==> src/tol_delay.sv <==
// Purpose: Constants and carriers for the thrust on-off logic, plus the one-second
//          edge delay used for the delayed ignition signals.
// Assumes: Single 20 MHz clock, synchronous active-high reset.
// Notes:   A pending change is cancelled whenever its input returns before expiry.
`default_nettype none

package tol_pkg;
    // ==========================================================
    // Timing
    localparam int unsigned CLK_PERIOD_NS = 50;
    localparam int unsigned ONE_SEC_NS = 1000000000;
    localparam int unsigned ONE_SEC_CYC = ONE_SEC_NS / CLK_PERIOD_NS;
    localparam int unsigned CNT_W = 25;

    // ==========================================================
    // Reset values
    localparam logic RST_LEVEL = 1'b0;
    localparam logic [CNT_W-1:0] CNT_RST = 25'h0000000;

    // ==========================================================
    // Panel and link inputs, as sampled
    typedef struct packed {
        logic settlePb;
        logic handlePlusX;
        logic handleCw;
        logic srcBackup;
        logic ignitePb;
        logic emEnable;
        logic computerThrustN;
        logic armA;
        logic armB;
        logic ignSense;
    } tol_in_t;

    localparam tol_in_t IN_RST = '{default: 1'b0, computerThrustN: 1'b1};

    typedef struct packed {
        logic out;
        logic [CNT_W-1:0] cnt;
    } tol_dly_state_t;
endpackage

module tol_delay #(
    parameter bit DELAY_RISE = 1'b1,
    parameter bit DELAY_FALL = 1'b1,
    parameter int unsigned CYCLES = tol_pkg::ONE_SEC_CYC
) (
    // Clock and reset
    input wire logic clk,
    input wire logic sys_rst,
    // Level in, delayed level out
    input wire logic levelIn,
    output logic levelOut
);
    localparam logic [tol_pkg::CNT_W-1:0] LAST = tol_pkg::CNT_W'(CYCLES - 1);

    tol_pkg::tol_dly_state_t s_reg;
    tol_pkg::tol_dly_state_t s_next;

    always_comb begin
        s_next = s_reg;
        if (levelIn == s_reg.out) begin
            // An input that returns before expiry cancels the pending change
            s_next.cnt = tol_pkg::CNT_RST;
        end else if (!(levelIn ? DELAY_RISE : DELAY_FALL) || s_reg.cnt == LAST) begin
            s_next.out = levelIn;
            s_next.cnt = tol_pkg::CNT_RST;
        end else begin
            s_next.cnt = s_reg.cnt + 1'b1;
        end
    end

    always_ff @(posedge clk) begin
        if (sys_rst) begin
            s_reg <= '{out: tol_pkg::RST_LEVEL, cnt: tol_pkg::CNT_RST};
        end else begin
            s_reg <= s_next;
        end
    end

    assign levelOut = s_reg.out;
endmodule

`default_nettype wire

==> src/tol_thrust_logic.sv <==
// Purpose: Main engine thrust on-off sequencing with latch-up and delayed ignition signals.
// Assumes: All panel, computer, monitor and coil-sense inputs are asynchronous to clk.
// Notes:   Ignition command drives the solenoid driver that grounds the valve coil.
`default_nettype none

// Functional notes
// - Backup ignite needs +X, pushbutton, monitor enable
// - Sensed ignition latches burn after releases
// - Monitor enable withdrawn drops backup ignition
// - Computer-to-backup handover keeps burn via latch
// - Both arm switches off stop thrust
// - +X is settling button OR handle +X
// - Settling button drives direct jets, inhibits pitch/yaw
// - Handle +X keeps hold, overlap cut at 1s
// - Thrust lamp follows sensed coil ground
// - Coil ground yields jet inhibit, steering holds
// - Jet inhibit 1s after on, 1s after off
// - Steering holds immediate on, off 1s late
// - Separate auto and manual steering holds
// - Computer low requests thrust when selected
// - Backup selected by selector or handle clockwise
module tol_thrust_logic #(
    parameter int unsigned ONE_SEC_CYCLES = tol_pkg::ONE_SEC_CYC
) (
    // Clock and reset
    input wire logic clk,
    input wire logic sys_rst,
    // Crew panel
    input wire logic settlePb,
    input wire logic handlePlusX,
    input wire logic handleCw,
    input wire logic srcBackup,
    input wire logic ignitePb,
    input wire logic armA,
    input wire logic armB,
    // Guidance computer and entry monitor
    input wire logic computerThrustN,
    input wire logic emEnable,
    // Valve coil ground sense
    input wire logic ignSense,
    // Solenoid driver and lamp
    output logic ignitionCmd,
    output logic thrustLamp,
    // Attitude jets
    output logic directJetCmd,
    output logic pitchYawInhibit,
    output logic attitudeHold,
    output logic handleJetCmd,
    output logic jetInhibitDelayed,
    // Steering electronics
    output logic steerHoldAuto,
    output logic steerHoldManual
);
    // ==========================================================
    // State
    typedef struct packed {
        tol_pkg::tol_in_t sync1;
        tol_pkg::tol_in_t sync2;
        tol_pkg::tol_in_t sync3;
        tol_pkg::tol_in_t filt;
        logic ignCmd;
        logic latch;
        logic lamp;
        logic directJet;
        logic pyInhibit;
        logic attHold;
        logic handleJet;
    } tol_state_t;

    localparam tol_state_t ST_RST = '{
        sync1: tol_pkg::IN_RST,
        sync2: tol_pkg::IN_RST,
        sync3: tol_pkg::IN_RST,
        filt: tol_pkg::IN_RST,
        default: 1'b0
    };

    tol_state_t s_reg;
    tol_state_t s_next;
    tol_pkg::tol_in_t pins;
    logic plusX;
    logic backupSel;
    logic armAny;
    logic computerOn;
    logic backupOn;
    logic latchHold;
    logic overlapCut;

    assign pins = '{
        settlePb: settlePb,
        handlePlusX: handlePlusX,
        handleCw: handleCw,
        srcBackup: srcBackup,
        ignitePb: ignitePb,
        emEnable: emEnable,
        computerThrustN: computerThrustN,
        armA: armA,
        armB: armB,
        ignSense: ignSense
    };

    // ==========================================================
    // Thrust equations
    always_comb begin
        plusX = s_reg.filt.settlePb | s_reg.filt.handlePlusX;
        backupSel = s_reg.filt.srcBackup | s_reg.filt.handleCw;
        armAny = s_reg.filt.armA | s_reg.filt.armB;
        computerOn = !backupSel && !s_reg.filt.computerThrustN;
        // Monitor enable is trusted to be absent on negative velocity
        backupOn = backupSel && plusX && s_reg.filt.ignitePb && s_reg.filt.emEnable;
        // Latch survives a handover from the computer enable loss drops it
        latchHold = backupSel && s_reg.latch && s_reg.filt.emEnable;
    end

    always_comb begin
        s_next = s_reg;
        s_next.sync1 = pins;
        s_next.sync2 = s_reg.sync1;
        s_next.sync3 = s_reg.sync2;
        // A change is believed only once two later stages agree
        if (s_reg.sync2 == s_reg.sync3) begin
            s_next.filt = s_reg.sync3;
        end
        s_next.ignCmd = armAny && (computerOn || backupOn || latchHold);
        // Latch arms only on sensed coil ground while commanding
        s_next.latch = s_next.ignCmd && (s_reg.latch || s_reg.filt.ignSense);
        s_next.lamp = s_reg.filt.ignSense;
        s_next.directJet = s_reg.filt.settlePb;
        s_next.pyInhibit = s_reg.filt.settlePb;
        s_next.attHold = !s_reg.filt.settlePb;
        // Handle ullage is cut once ignition has been sensed for one second
        s_next.handleJet = s_reg.filt.handlePlusX && !overlapCut;
    end

    always_ff @(posedge clk) begin
        if (sys_rst) begin
            s_reg <= ST_RST;
        end else begin
            s_reg <= s_next;
        end
    end

    // ==========================================================
    // Delayed ignition signals
    tol_delay #(.DELAY_RISE(1'b1), .DELAY_FALL(1'b0), .CYCLES(ONE_SEC_CYCLES)) uOverlap (
        .clk(clk), .sys_rst(sys_rst), .levelIn(s_reg.filt.ignSense), .levelOut(overlapCut)
    );
    tol_delay #(.DELAY_RISE(1'b1), .DELAY_FALL(1'b1), .CYCLES(ONE_SEC_CYCLES)) uJetInh (
        .clk(clk), .sys_rst(sys_rst), .levelIn(s_reg.filt.ignSense),
        .levelOut(jetInhibitDelayed)
    );
    tol_delay #(.DELAY_RISE(1'b0), .DELAY_FALL(1'b1), .CYCLES(ONE_SEC_CYCLES)) uSteerAuto (
        .clk(clk), .sys_rst(sys_rst), .levelIn(s_reg.filt.ignSense), .levelOut(steerHoldAuto)
    );
    tol_delay #(.DELAY_RISE(1'b0), .DELAY_FALL(1'b1), .CYCLES(ONE_SEC_CYCLES)) uSteerMan (
        .clk(clk), .sys_rst(sys_rst), .levelIn(s_reg.filt.ignSense),
        .levelOut(steerHoldManual)
    );

    assign ignitionCmd = s_reg.ignCmd;
    assign thrustLamp = s_reg.lamp;
    assign directJetCmd = s_reg.directJet;
    assign pitchYawInhibit = s_reg.pyInhibit;
    assign attitudeHold = s_reg.attHold;
    assign handleJetCmd = s_reg.handleJet;
endmodule

`default_nettype wire

==> config.mk <==
export PLATFORM = sky130hd
export DESIGN_NAME = tol_thrust_logic
export DESIGN_NICKNAME = d
export VERILOG_FILES = /design/src/tol_delay.sv /design/src/tol_thrust_logic.sv
export SDC_FILE = /design/constraint.sdc
export NUM_CORES = 1
export LEC_CHECK = 0
export ABC_AREA = 1
export BUFFER_PORTS_ARGS = -buffer_cell sky130_fd_sc_hd__buf_4
export CAP_MARGIN = 40
export CORE_MARGIN = 2
export CORE_UTILIZATION = 35
export CTS_CLUSTER_DIAMETER = 60
export CTS_CLUSTER_SIZE = 20
export DETAILED_ROUTE_END_ITERATION = 6
export PLACE_DENSITY = 0.5
export SKIP_LAST_GASP = 1
export SLEW_MARGIN = 0
export SYNTH_ARGS = -nofsm -noshare
export SYNTH_HDL_FRONTEND = slang
export SYNTH_SLANG_ARGS = --single-unit
==> constraint.sdc <==
create_clock -name clk -period 1.7 [get_ports clk]
set_clock_uncertainty 0.2 [all_clocks]
set_input_delay 0.34 -clock clk [delete_from_list [all_inputs] [get_ports clk]]
set_output_delay 0.34 -clock clk [all_outputs]
set_load 0.02 [all_outputs]
==> metrics.txt, run 1 <==
status=completed; CORE AREA=0.0195 mm2; Area Overhead vs Synth=27.6%; delay-heaviest family, CP=simple AND/OR/NAND/NOR gates; clock buffer count from CTS=17; routed len/inst=10.9 um; Clk Tree Root Cell=clkbuf_16; Critical Path AT=1780 ps; Crit-path slowest cell=dfxtp_2; Synth Cell Area=0.00697 mm2; first-pass GRT wire length=24.8 mm; Sink Count=150; total gr overflow=0; final hold viol count=0; YS warnings=0; origin of the critical flop-to-flop path=uSteerAuto.s_reg[1]; Cell Area, Placed=0.00777 mm2; Worst Setup SP=uSteerAuto.s_reg[1]; worst path required time=1820 ps; share of cells above drive strength 1=0.192; design area=0.00890 mm2; CP Buf/Inv Count=1; most used cell, CP=nor2_4; Worst slew margin=0.732; Final Worst Setup Slack=41.1 ps; sequential element share of the synthesized area=0.431; VDD IR max=0.636 mV; placer congestion estimate=0.821; Longest Clk Path Bufs=2; CTS tree=built; die area=0.0211 mm2; Iter 0 DRT Violations=275; H-tree lvl count=4; Worst setup EP type=flip-flop; Worst Min Path Start=s_next[35]; die height=145 um; flops & latches, synth=150; Static Leak=0.00333 uW; Initial Utilization=0.357; nets=1,109; multi-input combinational cell area=0.00363 mm2; worst path cell trace=ha_4 > nand2_4 > nor2_4 > nand2_2 > nor2_4 > nand3_2 > nand3_4 > clkbuf_16 > nor2_2; pre-CTS WS=3.28 ps; FMAX=603 MHz; initial antenna violation count=0; Min Hold Slack=201 ps; Net Count, Synth=1,011; Total Power=7850 uW; Final min period=1660 ps; Setup CP Type=flip-flop to flip-flop; Startpoint Class=flip-flop; Pwr per Cell Area=883 mW/mm2; RSZ-0062 raised after global routing=true; GRT Resource Usage Total=0.141; final setup fails=0; CTS clk-pin slew, worst paths=70 ps; max-slew violation count=0; # IOs=21; DRC errors left=0; Port Buffer Count=20; Post-Syn Area per Cell=7.01 um2; largest net degree at the start of global routing=32; Row Count=51; number of global-route vias before repair=5,451; Vias=5,909; FF/Latch Area=0.00302 mm2; max cap viols=0; Cells after Synth=995; # diodes=0; Die Wd=145 um; Netlist cell types=37; Hold Crit Class=flip-flop to flip-flop; Slew @ Worst Pin=402 ps; fillers=2,044; final antenna-violating net count=0; slowest cell delay on critical path=350 ps; Vias/cell=4.31; DPL Wire Length=10.3 mm; clock latency on the worst-skew pair=430 ps; final wirelength=15.0 mm; crit path max fanout=5; final cycle utilization of the critical path=0.976; drt pass-1 iters=4
## cell usage after synthesis (all sizes together)
| cell | n | area (um2) |
|---|---|---|
| clkinv | 1 | 3.75 |
| clkbuf | 4 | 15.0 |
| and3 | 1 | 6.26 |
| a21oi | 20 | 104 |
| nand4 | 12 | 75.1 |
| a31oi | 1 | 6.26 |
| nand3 | 67 | 375 |
| o21a | 1 | 7.51 |
| buf | 10 | 115 |
| o21ai | 4 | 20.0 |
| nor3b | 1 | 7.51 |
| dfxtp | 150 | 3000 |
| o211ai | 1 | 7.51 |
| xnor2 | 24 | 210 |
| or2 | 9 | 56.3 |
| o21bai | 7 | 52.6 |
| nor2 | 265 | 1100 |
| nor3 | 9 | 55.1 |
| inv | 122 | 458 |
| nand3b | 6 | 45.0 |
| nand2 | 246 | 938 |
| ha | 4 | 50.1 |
| xor2 | 30 | 263 |
## worst register-to-register path, cell delays in order (launching register included)
cell       delay [ps]
dfxtp_2           350
ha_4              150
nand2_4            50
nor2_4            150
nand2_2            90
nor2_4             90
nand3_2           100
nand3_4           160
clkbuf_16         180
nor2_2             30
## stage by stage
step | TNS [ps] | instances | util
after floorplan | 0 | 995 | -
after global placement | 0 | 1313 | 0.398
after detailed placement | 0 | 1313 | 0.398
after CTS | -35.2 | 1356 | 0.434
after global routing | -1530 | 1371 | 0.456
final | 0 | 1371 | 0.456
## layer usage
metal  share of wire  track usage  up-vias
met5               0            0        -
met4           0.018       0.0613        0
met3           0.026       0.0330       21
met2            0.46        0.228       45
met1            0.50        0.181     2596
li1                -            -     3247
## placed cells by master, fill, tap and decap left out, types with 15 or more instances in the layout
master | netlist | final
buf_4 | 3 | 67
clkbuf_16 | 0 | 21
dfxtp_1 | 150 | 137
inv_1 | 121 | 119
nand2_1 | 240 | 233
nand3_1 | 62 | 58
nor2_1 | 237 | 226
nor2_2 | 21 | 24
nor2_4 | 7 | 15
xnor2_1 | 24 | 24
xor2_1 | 30 | 29
## cell type report
type | count | share of cell area
Inverter | 123 | 0.0519
Sequential cell | 150 | 0.339
Clock buffer | 17 | 0.0478
Clock inverter | 15 | 0.0191
Multi-Input combinational cell | 711 | 0.407
Timing Repair Buffer | 90 | 0.0972
Tap cell | 265 | 0.0373
## logic make-up after synthesis
group	after synthesis	synth area share
simple gates	616	0.381
flops	150	0.431
buf+inv	137	0.0849
xor+xnor	54	0.0678
compound gates	34	0.0283
fa+ha+maj	4	0.00718
## report_power, final
part	internal (uW)	leakage [uW]	switching [uW]
registers	3590	0.00122	44.9
logic	215	0.00182	248
clock network	1980	0.000288	1780
## final timing paths
| kind | cells after the start | end | slack [ps] |
|---|---|---|---|
| worst min-delay path | 2 | s_next[25] | 200 |
| worst max-delay path | 9 | uSteerAuto.s_reg[8] | 40 |
| worst min register to register | 2 | s_next[25] | 200 |
| worst max register to register | 9 | uSteerAuto.s_reg[8] | 40 |
## timing repair
action / 4_1_cts / 5_1_grt
hold endpoints to repair: 11 / 0
gates resized for setup: 1 / 66
cloned: 0 / 7
hold buffers: 11 / 0
endpoints found under the setup margin: 23 / 109
setup buffers: 0 / 8
pin swaps: 0 / 15
Note: power is estimated with default switching activity, not from simulation.
==> run 2, diff against run 1 <==
SYNTH_HIERARCHICAL = 1   (was unset)
==> run 2 against run 1 <==
The flow now finishes with violations (setup timing). Via count up 1.7%. Wire length decreased by 0.49%. Power is 1.5% higher. Global-route usage grew 0.15 points. Setup slack got worse by 43 ps. Die area increased by 5.0%. Clock-buffer cell count is the same. Synthesized cell count increased by 2.3%. Largest cell class unchanged.
==> metrics.txt, run 2 <==
area fraction of the dominant cell type after synthesis=0.410 (was 0.431); Static Leak=0.00334 uW (was 0.00333 uW); pre-CTS WS=-15.6 ps (was 3.28 ps); Die Wd=149 um (was 145 um); top post-synthesis cells by area=dfxtp_1, nand2_1, nor2_1 (unchanged); die area=0.0221 mm2 (was 0.0211 mm2); Vias=6,010 (was 5,909); RSZ-0062 raised after global routing=true (unchanged); Initial Utilization=0.360 (was 0.357); Final Worst Setup Slack=-2.30 ps (was 41.1 ps); initial antenna violation count=0 (unchanged); Worst Min Path Start=sys_rst (was s_next[35]); Synth Cell Area=0.00733 mm2 (was 0.00697 mm2); Net Count, Synth=1,034 (was 1,011); final antenna-violating net count=0 (unchanged); sequential element share of the synthesized area=0.410 (was 0.431); Min Hold Slack=18.6 ps (was 201 ps); drt pass-1 iters=5 (was 4); Startpoint Class=flip-flop (unchanged); clock latency on the worst-skew pair=430 ps (about the same); H-tree lvl count=4 (unchanged); Area Overhead vs Synth=22.7% (was 27.6%); delay-heaviest family, CP=flip-flops (was simple AND/OR/NAND/NOR gates); Iter 0 DRT Violations=208 (was 275); share of the core filled with cells=0.442 (was 0.456); share of cells above drive strength 1=0.198 (was 0.192); largest net degree at the start of global routing=29 (was 32); VDD IR max=0.660 mV (was 0.636 mV); Total Power=7970 uW (was 7850 uW); worst path cell trace=buf_4 (was ha_4 > nand2_4 > nor2_4 > nand2_2 > nor2_4 > nand3_2 > nand3_4 > clkbuf_16 > nor2_2); area leader, netlist=dfxtp_1 (unchanged); final hold viol count=0 (unchanged); Longest Clk Path Bufs=2 (unchanged); Cells after Synth=1,018 (was 995); total gr overflow=0 (unchanged); GRT Resource Usage Total=0.143 (was 0.141); synth cell count leaders=nand2_1, nor2_1, dfxtp_1 (unchanged); worst path required time=1160 ps (was 1820 ps); final setup fails=1 (was 0); number of global-route vias before repair=5,619 (was 5,451); failing checks=setup timing; most frequent cells in the layout=nand2_1, nor2_1, dfxtp_1, inv_1, nand3_1 (was nand2_1, nor2_1, dfxtp_1, inv_1, buf_4); Crit-path slowest cell=dfxtp_1 (was dfxtp_2); final wirelength=14.9 mm (was 15.0 mm); final cycle utilization of the critical path=1.00 (was 0.976); max cap viols=0 (unchanged); first-pass GRT wire length=25.8 mm (was 24.8 mm); Slew @ Worst Pin=486 ps (was 402 ps); commonest non-fill, non-tap cell in the layout=nand2_1 (unchanged); Final min period=1700 ps (was 1660 ps); most numerous cell in the Yosys netlist=nand2_1 (unchanged); CTS clk-pin slew, worst paths=70 ps (about the same); Netlist cell types=38 (was 37); origin of the critical flop-to-flop path=uSteerAuto/s_reg[1] (was uSteerAuto.s_reg[1]); Critical Path AT=1160 ps (was 1780 ps); crit path max fanout=5 (unchanged); max-slew violation count=0 (unchanged); Worst Setup SP=uSteerMan/levelOut (was uSteerAuto.s_reg[1]); Row Count=52 (was 51); Vias/cell=4.35 (was 4.31); Port Buffer Count=20 (unchanged); flops & latches, synth=150 (unchanged); Hold Crit Class=input port to flip-flop (was flip-flop to flip-flop); slowest cell delay on critical path=530 ps (was 350 ps); clock buffer count from CTS=17 (unchanged); Sink Count=150 (unchanged); die height=149 um (was 145 um); FMAX=587 MHz (was 603 MHz); nets=1,114 (was 1,109); DPL Wire Length=10.5 mm (was 10.3 mm); Clk Tree Root Cell=clkbuf_16 (unchanged); routed len/inst=10.8 um (was 10.9 um); Post-synth EDFFs=0 (unchanged); CP Buf/Inv Count=1 (unchanged); CORE AREA=0.0204 mm2 (was 0.0195 mm2); Post-Syn Area per Cell=7.20 um2 (was 7.01 um2); # diodes=0 (unchanged); Top FF cell, synth=dfxtp_1 (unchanged); Pwr per Cell Area=886 mW/mm2 (was 883 mW/mm2); share of flip-flops with an asynchronous set or reset=0 (unchanged); status=finished with violations (was completed); CTS tree=built (unchanged); # IOs=21 (unchanged); DRC errors left=0 (unchanged); placer congestion estimate=0.788 (was 0.821); YS warnings=6 (was 0); Setup CP Type=flip-flop to output pin (was flip-flop to flip-flop); Worst slew margin=0.675 (was 0.732); Worst setup EP type=output pin (was flip-flop)
## run 2: cell types whose count changed in the layout (fill, tap and decap cells not counted), moves of 6 or more
cell	previous run	this run
nor2_2	24	35
inv_1	119	126
nand3_4	6	13
xor2_1	29	14
xnor2_1	24	39
nor2_1	226	216
o21bai_1	7	1
buf_4	67	57
## run 2: per-layer routing
layer	track usage	part of all wire
met1	0.185	0.50
met2	0.235	0.46
met3	0.0364	0.031
met4	0.0419	0.013
met5	0	0
## run 2: report_power, final
group          internal [uW]  switching [uW]  total, uW
combinational            193             258        452
sequential              3590            57.5       3650
clock                   2230            1640       3870
total                   6010            1960       7970
## run 2: kinds of logic after synthesis
family | share of synthesized area
XOR/XNOR | 0.0633
adder cells (fa/ha/maj) | 0.00683
flip-flops | 0.410
buffers and inverters | 0.0887
AO/OA/AOI/OAI | 0.0270
AND/OR/NAND/NOR | 0.405
## run 2: timing repair
action | in CTS | in global routing
setup buffers | 0 | 4
endpoints found under the setup margin | 33 | 98
pin swaps | 0 | 10
hold endpoints to repair | 10 | 0
hold buffers | 10 | 0
cloned | 2 | 4
gates resized for setup | 0 | 43
## run 2: through the flow
stage                     area, um2  TNS [ps]  cells
after global routing           8990      -308   1381
final                          8990     -2.30   1381
after detailed placement       7990     -94.2   1329
after floorplan                7330         0   1018
after global placement         7990         0   1329
after CTS                      8720      -129   1373
## run 2: cell type report
| type | instances | area (um2) |
|---|---|---|
| Clock buffer | 17 | 425 |
| Clock inverter | 15 | 179 |
| Fill cell | 2098 | 11400 |
| Inverter | 130 | 488 |
| Multi-Input combinational cell | 726 | 3910 |
| Sequential cell | 150 | 3010 |
| Tap cell | 270 | 338 |
| Timing Repair Buffer | 73 | 644 |
## run 2: path summary, 6_finish.rpt
| check | end | slack, ps | depth (start not counted) |
|---|---|---|---|
| max | steerHoldManual | -2 | 1 |
| min | attitudeHold | 20 | 2 |
| max reg2reg | uSteerAuto/s_reg[0] | 50 | 6 |
| min reg2reg | s_next[22] | 200 | 2 |
